$ cat src/design/fault_log_pkg.sv
// Summary of operation
// - Compare command flags mismatch with settings
// - Codes EE read, EA store, EC erase
// - Rolling RAM buffer refreshed every pass
// - Fault copies buffer to nonvolatile, locks it
// - Read returns first log since erase
// - No log gives length zero
// - Log present gives 147 bytes
// - Erase wipes and unlocks log region
// - Nonvolatile read repeats fourth event twice
// - Forced store acts as fault, sets flag only with logging enabled
// - Hot die defers nonvolatile write until cool
// - Bytes 0-1 hold ASCII preface, bytes 2-3 ID word
// - Bytes 5-10 hold timestamp, LSB first
// - Bytes 11-20 hold peaks, high first
// - Bytes 21-26 hold temperatures, high first
// - Linear fields use PMBus encodings
// - Finish current pass before storing log
package fault_log_pkg;
  // Command codes
  localparam logic [7:0] CMD_LOG_READ = 8'hEE;
  localparam logic [7:0] CMD_FORCE    = 8'hEA;
  localparam logic [7:0] CMD_ERASE    = 8'hEC;
  localparam logic [7:0] CMD_COMPARE  = 8'hF0;
  // Register byte offsets
  localparam int unsigned ADDR_W      = 5;
  localparam logic [4:0]  ADDR_CMD    = 5'h00;
  localparam logic [4:0]  ADDR_STATUS = 5'h04;
  localparam logic [4:0]  ADDR_CONFIG = 5'h08;
  localparam logic [4:0]  ADDR_DATA   = 5'h0C;
  // Field positions and reset values
  localparam int unsigned CFG_LOG_EN   = 7;
  localparam int unsigned VSTAT_FORCED = 3;
  localparam int unsigned ST_CML       = 8;
  localparam logic [15:0] CFG_RESET    = 16'h0080;
  // Log image layout
  localparam logic [7:0]  LOG_LEN   = 8'h93;
  localparam logic [7:0]  HDR_BYTES = 8'h1B;
  localparam logic [7:0]  EV_BYTES  = 8'h14;
  localparam int unsigned EV_NUM    = 6;
  localparam int unsigned NV_EV_NUM = 4;
  localparam logic [7:0]  PREFACE0  = 8'h41; // Arbitrary value
  localparam logic [7:0]  PREFACE1  = 8'h42; // Arbitrary value
  localparam logic [15:0] ID_WORD   = 16'h0000; // Arbitrary value
  // Die temperature thresholds in degrees C
  localparam logic [7:0] TEMP_HOT  = 8'h82;
  localparam logic [7:0] TEMP_COOL = 8'h7D;
  // Timestamp step
  localparam int unsigned TICK_NS   = 200000;
  localparam int unsigned CLK_NS    = 40;
  localparam int unsigned TICK_CYC  = TICK_NS / CLK_NS;
  // Capture sequence
  typedef enum logic [2:0] {CAP_IDLE, CAP_WAIT, CAP_SNAP, CAP_HOT, CAP_WRITE} cap_state_type;
endpackage

$ cat src/design/fault_log_recorder.sv
// The register offsets and register access over AXI4-Lite were left to the implementer.
`timescale 1ns/1ps
module fault_log_recorder #(
  parameter int unsigned TICK_CYCLES = fault_log_pkg::TICK_CYC
) (
  // Clock and reset
  input  wire logic         aclk,
  input  wire logic         aresetn,
  // AXI4-Lite slave
  input  wire logic [4:0]   awaddr,
  input  wire logic         awvalid,
  output logic              awready,
  input  wire logic [31:0]  wdata,
  input  wire logic [3:0]   wstrb,
  input  wire logic         wvalid,
  output logic              wready,
  output logic [1:0]        bresp,
  output logic              bvalid,
  input  wire logic         bready,
  input  wire logic [4:0]   araddr,
  input  wire logic         arvalid,
  output logic              arready,
  output logic [31:0]       rdata,
  output logic [1:0]        rresp,
  output logic              rvalid,
  input  wire logic         rready,
  // Telemetry pass results
  input  wire logic         pass_done,
  input  wire logic [159:0] pass_record,
  input  wire logic [15:0]  vout0,
  input  wire logic [15:0]  vout1,
  input  wire logic [15:0]  iin0,
  input  wire logic [15:0]  iin1,
  input  wire logic [15:0]  vin,
  input  wire logic [15:0]  ext_temp0,
  input  wire logic [15:0]  ext_temp1,
  input  wire logic [15:0]  die_temp_reading,
  input  wire logic [7:0]   die_temp_c,
  // Fault and peak control
  input  wire logic         fault_pulse,
  input  wire logic [7:0]   fault_source,
  input  wire logic         peak_reset_command,
  // Operating settings and their nonvolatile copies
  input  wire logic [255:0] op_settings,
  input  wire logic [255:0] nv_settings
);
  import fault_log_pkg::*;

  // Signed value of a 5-bit exponent, 11-bit mantissa word, scaled by 2^16
  function automatic logic signed [47:0] lin11_scaled(input logic [15:0] v);
    logic signed [47:0] m;
    logic [4:0]         sh;
    m  = {{37{v[10]}}, v[10:0]};
    sh = {~v[15], v[14:11]};
    return m <<< sh;
  endfunction

  // Bus state
  logic        awready_q, awready_d, wready_q, wready_d;
  logic [4:0]  awaddr_q, awaddr_d;
  logic [31:0] wdata_q, wdata_d;
  logic [3:0]  wstrb_q, wstrb_d;
  logic        bvalid_q, bvalid_d, arready_q, arready_d, rvalid_q, rvalid_d;
  logic [1:0]  bresp_q, bresp_d, rresp_q, rresp_d;
  logic [31:0] rdata_q, rdata_d;
  // Control state
  logic [15:0] cfg_q, cfg_d;           // Global configuration word
  logic [7:0]  vstat_q, vstat_d;       // Vendor status byte
  logic        cml_q, cml_d;           // Communication/memory fault
  logic        rd_active_q, rd_active_d;
  logic [7:0]  rd_idx_q, rd_idx_d;     // Next block byte, 0 is length
  logic [12:0] tick_q, tick_d;
  logic [47:0] ts_q, ts_d, ts_cap_q, ts_cap_d;
  logic [7:0]  src_q, src_d;
  logic [15:0] vpk0_q, vpk0_d, vpk1_q, vpk1_d, ipk0_q, ipk0_d;
  logic [15:0] ipk1_q, ipk1_d, vinpk_q, vinpk_d;
  logic        ram_valid_q, ram_valid_d; // Log captured since reset or erase
  cap_state_type state_q, state_d;
  // Memories: rolling events, captured image, nonvolatile image
  logic [159:0] ring_q [EV_NUM];
  logic [159:0] cap_ev_q [EV_NUM];
  logic [159:0] nv_ev_q [NV_EV_NUM];
  logic [215:0] cap_hdr_q, nv_hdr_q, hdr_now;
  logic         nv_valid_q;            // Nonvolatile, never reset
  // Decoded events
  logic do_write, ar_take, wr_cmd, force_go, erase_go, compare_go, read_go;
  logic rd_pop, log_exists, trigger;
  logic [7:0] cmd, img_byte, b, rel;
  logic [2:0] ev;

  assign awready = awready_q;
  assign wready  = wready_q;
  assign bvalid  = bvalid_q;
  assign bresp   = bresp_q;
  assign arready = arready_q;
  assign rvalid  = rvalid_q;
  assign rdata   = rdata_q;
  assign rresp   = rresp_q;

  // Command decode
  assign do_write   = !awready_q && !wready_q && !bvalid_q;
  assign ar_take    = arvalid && arready_q;
  assign cmd        = wdata_q[7:0];
  assign wr_cmd     = do_write && wstrb_q[0] && (awaddr_q == ADDR_CMD);
  assign read_go    = wr_cmd && (cmd == CMD_LOG_READ);
  assign force_go   = wr_cmd && (cmd == CMD_FORCE);
  assign erase_go   = wr_cmd && (cmd == CMD_ERASE);
  assign compare_go = wr_cmd && (cmd == CMD_COMPARE);
  assign rd_pop     = ar_take && (araddr == ADDR_DATA) && rd_active_q;
  assign log_exists = ram_valid_q || nv_valid_q;
  // Locked region ignores further faults and forced stores
  assign trigger = ((fault_pulse && cfg_q[CFG_LOG_EN]) || force_go) &&
                   (state_q == CAP_IDLE) && !log_exists && !erase_go;

  // Header image, byte 0 in the low bits
  assign hdr_now = {die_temp_reading[7:0], die_temp_reading[15:8],
                    ext_temp1[7:0], ext_temp1[15:8], ext_temp0[7:0], ext_temp0[15:8],
                    vinpk_q[7:0], vinpk_q[15:8], ipk1_q[7:0], ipk1_q[15:8],
                    ipk0_q[7:0], ipk0_q[15:8], vpk1_q[7:0], vpk1_q[15:8],
                    vpk0_q[7:0], vpk0_q[15:8], ts_cap_q, src_q,
                    ID_WORD[7:0], ID_WORD[15:8], PREFACE1, PREFACE0};

  // Byte of the log image at position rd_idx_q - 1
  always_comb begin
    b   = rd_idx_q - 8'h01;
    rel = b - HDR_BYTES;
    ev  = 3'(rel / EV_BYTES);
    if (!ram_valid_q && ev > 3'(NV_EV_NUM - 1)) begin
      ev = 3'(NV_EV_NUM - 1);
    end
    if (b < HDR_BYTES) begin
      img_byte = ram_valid_q ? cap_hdr_q[b*8 +: 8] : nv_hdr_q[b*8 +: 8];
    end else if (ram_valid_q) begin
      img_byte = cap_ev_q[ev][(rel % EV_BYTES)*8 +: 8];
    end else begin
      img_byte = nv_ev_q[ev[1:0]][(rel % EV_BYTES)*8 +: 8];
    end
  end

  // Next state of bus and control registers
  always_comb begin
    awready_d = awready_q;
    wready_d  = wready_q;
    awaddr_d  = awaddr_q;
    wdata_d   = wdata_q;
    wstrb_d   = wstrb_q;
    bvalid_d  = bvalid_q;
    bresp_d   = bresp_q;
    arready_d = arready_q;
    rvalid_d  = rvalid_q;
    rdata_d   = rdata_q;
    rresp_d   = rresp_q;
    cfg_d     = cfg_q;
    vstat_d   = vstat_q;
    cml_d     = cml_q;
    rd_active_d = rd_active_q;
    rd_idx_d  = rd_idx_q;
    tick_d    = tick_q + 13'h0001;
    ts_d      = ts_q;
    ts_cap_d  = ts_cap_q;
    src_d     = src_q;
    vpk0_d    = vpk0_q;
    vpk1_d    = vpk1_q;
    ipk0_d    = ipk0_q;
    ipk1_d    = ipk1_q;
    vinpk_d   = vinpk_q;
    ram_valid_d = ram_valid_q;
    state_d   = state_q;
    // Timestamp counter in 200 us steps
    if (tick_q == 13'(TICK_CYCLES - 1)) begin
      tick_d = 13'h0000;
      ts_d   = ts_q + 48'h000000000001;
    end
    // Address and data are taken independently
    if (awvalid && awready_q) begin
      awready_d = 1'b0;
      awaddr_d  = awaddr;
    end
    if (wvalid && wready_q) begin
      wready_d = 1'b0;
      wdata_d  = wdata;
      wstrb_d  = wstrb;
    end
    // Write response once both halves are held
    if (do_write) begin
      awready_d = 1'b1;
      wready_d  = 1'b1;
      bvalid_d  = 1'b1;
      bresp_d   = 2'h0;
      unique case (awaddr_q)
        ADDR_CMD: ;
        ADDR_STATUS: begin
          // Write one to clear
          if (wstrb_q[0] && wdata_q[VSTAT_FORCED]) vstat_d[VSTAT_FORCED] = 1'b0;
          if (wstrb_q[1] && wdata_q[ST_CML]) cml_d = 1'b0;
        end
        ADDR_CONFIG: begin
          if (wstrb_q[0]) cfg_d[7:0] = wdata_q[7:0];
          if (wstrb_q[1]) cfg_d[15:8] = wdata_q[15:8];
        end
        ADDR_DATA: ;
        default: bresp_d = 2'h2;
      endcase
    end else if (bvalid_q && bready) begin
      bvalid_d = 1'b0;
    end
    // Read answer one cycle after the address is taken
    if (ar_take) begin
      arready_d = 1'b0;
      rvalid_d  = 1'b1;
      rresp_d   = 2'h0;
      unique case (araddr)
        ADDR_CMD:    rdata_d = 32'h00000000;
        ADDR_STATUS: rdata_d = {20'h00000, state_q != CAP_IDLE, nv_valid_q,
                                log_exists, cml_q, vstat_q};
        ADDR_CONFIG: rdata_d = {16'h0000, cfg_q};
        ADDR_DATA: begin
          if (!rd_active_q) begin
            rdata_d = 32'h00000000;
          end else if (rd_idx_q == 8'h00) begin
            rdata_d = {23'h000000, 1'b1, log_exists ? LOG_LEN : 8'h00};
          end else begin
            rdata_d = {23'h000000, 1'b1, img_byte};
          end
        end
        default: begin
          rdata_d = 32'h00000000;
          rresp_d = 2'h2;
        end
      endcase
    end else if (rvalid_q && rready) begin
      rvalid_d  = 1'b0;
      arready_d = 1'b1;
    end
    // Block read walks the image in ascending order
    if (rd_pop) begin
      rd_idx_d = rd_idx_q + 8'h01;
      if ((rd_idx_q == 8'h00 && !log_exists) || rd_idx_q == LOG_LEN) begin
        rd_active_d = 1'b0;
      end
    end
    if (read_go) begin
      rd_active_d = 1'b1;
      rd_idx_d    = 8'h00;
    end
    // Settings compare, set wins over clear
    if (compare_go && op_settings != nv_settings) cml_d = 1'b1;
    if (force_go && cfg_q[CFG_LOG_EN]) vstat_d[VSTAT_FORCED] = 1'b1;
    // Peaks track each completed pass
    if (peak_reset_command) begin
      vpk0_d  = 16'h0000;
      vpk1_d  = 16'h0000;
      ipk0_d  = 16'h0000;
      ipk1_d  = 16'h0000;
      vinpk_d = 16'h0000;
    end else if (pass_done) begin
      if (vout0 > vpk0_q) vpk0_d = vout0;
      if (vout1 > vpk1_q) vpk1_d = vout1;
      if (lin11_scaled(iin0) > lin11_scaled(ipk0_q)) ipk0_d = iin0;
      if (lin11_scaled(iin1) > lin11_scaled(ipk1_q)) ipk1_d = iin1;
      if (lin11_scaled(vin) > lin11_scaled(vinpk_q)) vinpk_d = vin;
    end
    // Capture sequence
    unique case (state_q)
      CAP_IDLE: begin
        if (trigger) begin
          ts_cap_d = ts_q;
          src_d    = fault_source;
          state_d  = CAP_WAIT;
        end
      end
      CAP_WAIT:  if (pass_done) state_d = CAP_SNAP;
      CAP_SNAP: begin
        ram_valid_d = 1'b1;
        state_d = (die_temp_c > TEMP_HOT) ? CAP_HOT : CAP_WRITE;
      end
      CAP_HOT:   if (die_temp_c < TEMP_COOL) state_d = CAP_WRITE;
      CAP_WRITE: state_d = CAP_IDLE;
    endcase
    if (erase_go) begin
      ram_valid_d = 1'b0;
      state_d     = CAP_IDLE;
    end
  end

  // Register all control state
  always_ff @(posedge aclk) begin
    if (!aresetn) begin
      awready_q <= 1'b1;
      wready_q  <= 1'b1;
      awaddr_q  <= 5'h00;
      wdata_q   <= 32'h00000000;
      wstrb_q   <= 4'h0;
      bvalid_q  <= 1'b0;
      bresp_q   <= 2'h0;
      arready_q <= 1'b1;
      rvalid_q  <= 1'b0;
      rdata_q   <= 32'h00000000;
      rresp_q   <= 2'h0;
      cfg_q     <= CFG_RESET;
      vstat_q   <= 8'h00;
      cml_q     <= 1'b0;
      rd_active_q <= 1'b0;
      rd_idx_q  <= 8'h00;
      tick_q    <= 13'h0000;
      ts_q      <= 48'h000000000000;
      ts_cap_q  <= 48'h000000000000;
      src_q     <= 8'h00;
      vpk0_q    <= 16'h0000;
      vpk1_q    <= 16'h0000;
      ipk0_q    <= 16'h0000;
      ipk1_q    <= 16'h0000;
      vinpk_q   <= 16'h0000;
      ram_valid_q <= 1'b0;
      state_q   <= CAP_IDLE;
    end else begin
      awready_q <= awready_d;
      wready_q  <= wready_d;
      awaddr_q  <= awaddr_d;
      wdata_q   <= wdata_d;
      wstrb_q   <= wstrb_d;
      bvalid_q  <= bvalid_d;
      bresp_q   <= bresp_d;
      arready_q <= arready_d;
      rvalid_q  <= rvalid_d;
      rdata_q   <= rdata_d;
      rresp_q   <= rresp_d;
      cfg_q     <= cfg_d;
      vstat_q   <= vstat_d;
      cml_q     <= cml_d;
      rd_active_q <= rd_active_d;
      rd_idx_q  <= rd_idx_d;
      tick_q    <= tick_d;
      ts_q      <= ts_d;
      ts_cap_q  <= ts_cap_d;
      src_q     <= src_d;
      vpk0_q    <= vpk0_d;
      vpk1_q    <= vpk1_d;
      ipk0_q    <= ipk0_d;
      ipk1_q    <= ipk1_d;
      vinpk_q   <= vinpk_d;
      ram_valid_q <= ram_valid_d;
      state_q   <= state_d;
    end
  end

  // Event memories: rolling buffer, captured image, nonvolatile copy
  for (genvar i = 0; i < EV_NUM; i++) begin : g_ev
    always_ff @(posedge aclk) begin
      if (pass_done) begin
        ring_q[i] <= (i == 0) ? pass_record : ring_q[(i == 0) ? 0 : i - 1];
      end
      if (state_q == CAP_SNAP) cap_ev_q[i] <= ring_q[i];
      if (i < NV_EV_NUM && state_q == CAP_WRITE) begin
        nv_ev_q[(i < NV_EV_NUM) ? i : 0] <= cap_ev_q[i];
      end
    end
  end

  // Header images and nonvolatile valid flag
  always_ff @(posedge aclk) begin
    if (state_q == CAP_SNAP) cap_hdr_q <= hdr_now;
    if (state_q == CAP_WRITE) begin
      nv_hdr_q   <= cap_hdr_q;
      nv_valid_q <= 1'b1;
    end
    if (erase_go) nv_valid_q <= 1'b0;
  end
endmodule

$ cat config.mk
export PLATFORM = sky130hd
export DESIGN_NAME = fault_log_recorder
export DESIGN_NICKNAME = d
export VERILOG_FILES = /design/src/design/fault_log_pkg.sv /design/src/design/fault_log_recorder.sv
export SDC_FILE = /design/constraint.sdc
export NUM_CORES = 2
export LEC_CHECK = 0
export BUFFER_PORTS_ARGS = -buffer_cell sky130_fd_sc_hd__buf_2
export CORE_UTILIZATION = 50
export DETAILED_ROUTE_END_ITERATION = 8
export GPL_ROUTABILITY_DRIVEN = 0
export PLACE_DENSITY = 0.76
export RECOVER_POWER = 25
export SYNTH_ARGS = -nofsm -noshare
export SYNTH_HDL_FRONTEND = slang
export SYNTH_SLANG_ARGS = --single-unit
$ cat constraint.sdc
create_clock -name aclk -period 118.1 [get_ports aclk]
set_clock_uncertainty 0.05 [all_clocks]
set_input_delay 5.905 -clock aclk [delete_from_list [all_inputs] [get_ports aclk]]
set_output_delay 5.905 -clock aclk [all_outputs]
set_load 0.02 [all_outputs]
* Word level (Yosys, flattened, before mapping)
Memories as Yosys holds them, arrays and structs flattened. Cells that the tools add are included.
Cells by class: add/sub/neg operators 5, div/mod/pow operators 2, $lt $le $gt $ge 9, eq/ne operators 20, shift-type cells 10, multiplexer cells 38, bitwise logic cells 7, reductions and logical operators 68
Operator list (count):
- $shiftx 216x12->8 | 2
- $shiftx 160x33->8 | 2
- $sshl 11x5->48 | 6
- $ne 256x256->1 | 1
- $gt 48x48->1 | 3
- $add 48x1->48 const B | 1
- $pmux 16 s3 | 1
- $eq 8x8->1 const B | 5
- $mux 8 | 5
- $gt 16x16->1 | 2
- $mod 8x5->32 const B | 1
- $logic_and 1x1->1 | 25
- $mux 1 | 23
- $eq 5x4->1 const B | 4
- $reduce_bool 2->1 | 10
- $mux 3 | 5
- $pmux 3 s5 | 1
- $reduce_and 3->1 | 5
- $reduce_and 2->1 | 7
- $add 13x1->13 const B | 1
- $eq 13x13->1 const B | 1
- $eq 5x3->1 const B | 2
- $logic_not 5->1 | 2
- $reduce_or 2->1 | 5
- other kinds (21) | 39
Word-level totals: bits in registers 661, memory bits (writable) 2560, input bits 872, output and inout port bits 41, word-level logic and storage cells 193, memories 3
Memory list:
- cap_ev_q | depth 6, width 160, rd ports 5, clocked after memory_dff 0, wr ports 6, RTL line fault_log_recorder.sv:81 | logic [159:0] cap_ev_q [EV_NUM];
- ring_q | depth 6, width 160, rd ports 6, clocked after memory_dff 0, wr ports 6, RTL line fault_log_recorder.sv:80 | logic [159:0] ring_q [EV_NUM];
- nv_ev_q | depth 4, width 160, rd ports 1, clocked after memory_dff 0, wr ports 4, RTL line fault_log_recorder.sv:82 | logic [159:0] nv_ev_q [NV_EV_NUM];

* Logic depth before layout (Yosys ltp)
An unclocked memory read counts as a cell.
depth after elaboration 13, depth in mapped cells 35, mapped depth without buffers 26

* Worst setup path before layout
No wires, ideal clock.
path type register to register, start reg state_q[0], end mem cap_ev_q[0][0] (enable), library setup time 4.297 ns, data arrival time 83.047 ns, data required time 113.753 ns, slack 30.705 ns, stages on the path, launching flop included 3, buffers on the path 1, period minus slack after synthesis 87.395 ns, path through dfxtp_1 clkbuf_1 nor3b_1
RTL lines:
- start, declared | RTL line fault_log_recorder.sv:78 | cap_state_type state_q, state_d;
- start signal, assigned | RTL line fault_log_recorder.sv:343 | state_q <= state_d;
- end, declared | RTL line fault_log_recorder.sv:81

* Final worst setup path
start in vin[12], end reg vinpk_q[0]
Between the ends: longest elaborated chain between the ends 3
RTL lines:
- start, declared | RTL line fault_log_recorder.sv:34 | input wire logic [15:0] vin,
- $sshl 11x5->48 | RTL line fault_log_recorder.sv:55 | return m <<< sh;
- $gt 48x48->1 | RTL line fault_log_recorder.sv:261 | if (lin11_scaled(vin) > lin11_scaled(vinpk_q)) vinpk_d = vin;
- $reduce_and 2->1 (no line)
- end signal, assigned | RTL line fault_log_recorder.sv:341 | vinpk_q <= vinpk_d;
- end, declared | RTL line fault_log_recorder.sv:76 | logic [15:0] ipk1_q, ipk1_d, vinpk_q, vinpk_d;
Every way passes these cells. A chain may end at the register's enable or synchronous reset.

==> results summary <==
The flow ran to the end, but the final reports show violations. The final reports fail on design-rule violations. In the layout the commonest cells are 2,928 x sky130_fd_sc_hd__edfxtp_1, 1,494 x sky130_fd_sc_hd__nand2_1, 874 x sky130_fd_sc_hd__buf_2, 374 x sky130_fd_sc_hd__nand3_1, 348 x sky130_fd_sc_hd__mux2i_1.

The final critical-path required period came out at 10.50 ns. The CTS tree is done. The number of buffers and inverters on the critical path is 1. The number of failing hold endpoints at the final stage came out at 0. In this run the number of H-tree levels came out at 5.

Detailed placement finished with a half-perimeter wire length of 274,000 um. In this design, the largest share of critical-path delay is due to compound AO/OA/AOI/OAI gates. The tightest min-delay check is of the reg -> reg type. The tree is rooted in a sky130_fd_sc_hd__clkbuf_16. The vias after detailed routing came out at 84,720.

In this run the static leakage power is 0.0529 uW. STA classifies the critical path endpoint as a register. The maximum net fanout on the critical path is 18. The startpoint of the worst-slack reg-to-reg timing path is rd_idx_q[1]$_SDFFE_PP0P_. Walking the worst path, the cells encountered are buf_2 > mux2_2 > o21ai_0 > nor2_1 > a211oi_1 > a21oi_1 > and2_1 > ha_1 > a21oi_1 > nor2b_1 > o21ai_0 > nand2b_1 > a21oi_1 > nor2b_1 > o21ai_0 > nand2b_1 > a221oi_1 > o221ai_1 > a221o_1 > a211oi_1 > o21ai_0 > and3_1 > mux2i_1 > nor2_1. The initial antenna violation count came out at 106. In the final layout, the share of cells above drive strength 1 is 0.174. The pin count of the biggest net entering global routing is 174. The part of the Yosys area used for sequential elements is 0.718. Measured in cells, the most critical reg-to-reg path has a length of 26. At the end of the flow, the number of nets in the layout was 11,001.

The critical path class is in -> reg. The number of cells traversed by the worst hold path is 0. At the pin with the least slew margin, the transition time is 1.26 ns. In the routed design, unresolved DRC markers number 14. The number of gates given a new drive strength after cts is 0. The area added between synthesis and finish is 14.2%. The placement-stage worst setup slack came out at 106.89 ns. The average instance area after synthesis is 14.4 um2. On the worst path, the slowest cell contributes a delay of 0.50 ns.

The number of CTS-inserted buffers came out at 325. Setup slack closes at 107.60 ns. The synthesized flop and latch total is 3,203. Across every metal layer, demand over resource in global routing totals 0.297. The I/O pin count came out at 913. From left edge to right edge, the die measures 512 um. The launching element of the worst setup path is vin[12]. The count of final max-slew check failures is 0. The highest achievable clock rate came out at 95.2 MHz. The filler cell count is 19,243.

STA classifies the critical path startpoint as an input pin. The gate count of the mapped netlist came out at 9,067. The number of warnings issued by yosys is 0. The wire length of the first global-routing pass came out at 562,000 um.

The buffer levels on the longest clock path is 4. The most used flip-flop cell after synthesis is sky130_fd_sc_hd__edfxtp_1. The floorplan die area came out at 262,000 um2. Among the stages of the critical path, the cell type that occurs most often is sky130_fd_sc_hd__o21ai_0. The number of global-route vias before repair came out at 81,308. Setup repair after global routing left no endpoint under its margin. The number of cells on the critical path came out at 24. The post-synthesis cell type count is 118.

Once the clock tree was built, the setup fixing pass inserted 0 buffers. In this run the tool buffered the top-level ports with 876 buffer cells. The total power divided by cell area is 17.5 nW/um2. The library cell used most frequently in the layout, excluding fill and tap cells, is sky130_fd_sc_hd__edfxtp_1. The number of maximum-capacitance violations is 0. Measured along the y axis, the die boundary spans 512 um.

The floorplan step defined a core boundary enclosing 258,000 um2. The number of hold buffers added after CTS came out at 0. The tightest slew margin relative to the limit is 0.156.

The clock edge transition at the registers on the reported setup and hold paths is 0.06 ns. The finished layout cell area is 149,000 um2. The wire length per cell is 29.2 um.

The vias per cell came out at 6.20. The pre-antenna-repair detailed-routing pass consisted of 9 iterations. The setup TNS after final layout came out at 0 ns. The post-synth design cell area came out at 130,000 um2. The first routing iteration left 12,452 violations. The post-route clock period utilization came out at 0.0889. The number of core rows came out at 186.

The insertion delay to the later sink of the worst-skew pair is 0.91 ns. The critical path arrival came out at 11.13 ns. Global routing finished with a remaining overflow of 0. The async set or reset register ratio after synthesis is 0. The data required time at the worst endpoint came out at 118.72 ns. The startpoint of the most critical hold path is ring_q[5][23]$_DFFE_PP_. The number of routed nets with antenna violations is 0. Setup violations remaining at the end of the flow were counted as 0. The total detailed-routing wirelength came out at 399,000 um. The maximum VDD drop came out at 0.0000204 V.

The clock sink total is 3,203. The total placed instance area is 138,000 um2. On the critical path, the stage with the largest delay is an instance of sky130_fd_sc_hd__and3_1. Counting flops with a built-in enable in the synthesized netlist gives 2,928.

For this configuration, the core starts out at a cell density of 0.505.
power by group:
group          internal, uW  total (uW)  switching [uW]
registers              1350        1390            42.8
logic                  57.9         194             136
clock network           585        1020             433
worst paths after layout:
kind,to,slack (ns)
hold / removal,cap_ev_q[5][23]$_DFFE_PN_,0.33
setup reg to reg,rdata[7]$_SDFFE_PN0P_,107.87
setup / recovery,vinpk_q[0]$_SDFFE_PP0P_,107.60
hold reg to reg,cap_ev_q[5][23]$_DFFE_PN_,0.33
metal layers:
| layer | GRT usage | vias to the layer above | routed length [um] |
|---|---|---|---|
| li1 | - | 36073 | - |
| met1 | 0.389 | 41679 | 147000 |
| met2 | 0.449 | 5763 | 177000 |
| met3 | 0.0910 | 1131 | 51600 |
| met4 | 0.146 | 74 | 22400 |
| met5 | 0.0186 | - | 1270 |
state kept, by name (all words and copies together), names as in the netlist, 8 cells and up:
| register | cells |
|---|---|
| cap_ev_q | 960 |
| cap_hdr_q | 184 |
| cfg_q | 16 |
| ipk0_q | 16 |
| ipk1_q | 16 |
| nv_ev_q | 640 |
| nv_hdr_q | 184 |
| rd_idx_q | 8 |
| rdata | 16 |
| ring_q | 960 |
| src_q | 8 |
| tick_q | 13 |
| ts_cap_q | 48 |
| ts_q | 48 |
| vinpk_q | 16 |
| vpk0_q | 16 |
| vpk1_q | 16 |
| wdata_q | 16 |
logic make-up (layout without fill, tap and decap cells):
family / count (synthesis) / after routing / synth area share
adder cells (fa/ha/maj): 165 / 165 / 0.0158
XOR/XNOR: 307 / 307 / 0.0208
other: 1 / 78 / 0.0000288
buffers and inverters: 583 / 1722 / 0.0212
AND/OR/NAND/NOR: 2907 / 2907 / 0.101
flip-flops: 3203 / 3203 / 0.718
multiplexers: 535 / 535 / 0.0540
AO/OA/AOI/OAI: 1366 / 1366 / 0.0692
synth_stat cells (16+ instances only):
master	number	share of area
sky130_fd_sc_hd__mux4_2	124	0.021
sky130_fd_sc_hd__xor2_1	157	0.011
sky130_fd_sc_hd__nor4_1	74	0.0036
sky130_fd_sc_hd__a311oi_1	20	0.0013
sky130_fd_sc_hd__ha_1	164	0.016
sky130_fd_sc_hd__clkbuf_1	245	0.0071
sky130_fd_sc_hd__a21boi_0	122	0.0070
sky130_fd_sc_hd__edfxtp_1	2928	0.68
sky130_fd_sc_hd__o31ai_1	16	0.00092
sky130_fd_sc_hd__a21o_1	50	0.0029
sky130_fd_sc_hd__dfxtp_1	275	0.042
sky130_fd_sc_hd__a21oi_1	337	0.013
sky130_fd_sc_hd__nor2b_1	75	0.0036
sky130_fd_sc_hd__o221ai_1	17	0.0011
sky130_fd_sc_hd__buf_6	18	0.0016
sky130_fd_sc_hd__a22oi_1	53	0.0031
sky130_fd_sc_hd__mux2_2	59	0.0051
sky130_fd_sc_hd__o211ai_1	29	0.0017
sky130_fd_sc_hd__or3_1	25	0.0012
sky130_fd_sc_hd__inv_1	94	0.0027
sky130_fd_sc_hd__a31oi_1	148	0.0071
sky130_fd_sc_hd__and4_1	16	0.0011
sky130_fd_sc_hd__o21a_1	32	0.0018
sky130_fd_sc_hd__buf_1	38	0.0011
sky130_fd_sc_hd__and2_1	75	0.0036
sky130_fd_sc_hd__a211oi_1	69	0.0040
sky130_fd_sc_hd__nand3_1	374	0.014
sky130_fd_sc_hd__o21ai_0	224	0.0086
sky130_fd_sc_hd__nand4_1	113	0.0054
sky130_fd_sc_hd__nor2_1	358	0.010
sky130_fd_sc_hd__nand2b_1	50	0.0024
sky130_fd_sc_hd__o22ai_1	46	0.0022
sky130_fd_sc_hd__and3_1	94	0.0045
sky130_fd_sc_hd__nor3_1	77	0.0030
sky130_fd_sc_hd__buf_2	116	0.0045
sky130_fd_sc_hd__a32oi_1	52	0.0035
sky130_fd_sc_hd__nand2_1	1500	0.043
sky130_fd_sc_hd__buf_4	61	0.0035
sky130_fd_sc_hd__xnor2_1	148	0.010
sky130_fd_sc_hd__mux2i_1	348	0.027
stage by stage:
step           std cells  hold WS (ns)  total power [uW]  utilization
3_5_place_dp       13022         0.355              1600        0.535
6_report           13667         0.325              2610        0.576
2_1_floorplan       9084         0.350              1740            -
5_1_grt            13633         0.342              2680        0.576
3_3_place_gp       13022         0.351              1590        0.535
4_1_cts            13607         0.331              2610        0.576
layout make-up:
class / instances / area (um2) / area share
antenna: 60 / 150 / 0.00101
clock buffer: 388 / 8450 / 0.0569
clock inverter: 197 / 2040 / 0.0137
inverter: 101 / 382 / 0.00257
multi-input combinational: 5298 / 34200 / 0.230
sequential: 3203 / 93400 / 0.629
tap: 3384 / 4230 / 0.0285
timing repair buffer: 1036 / 5670 / 0.0382
Power figures use the tool's default switching activity.
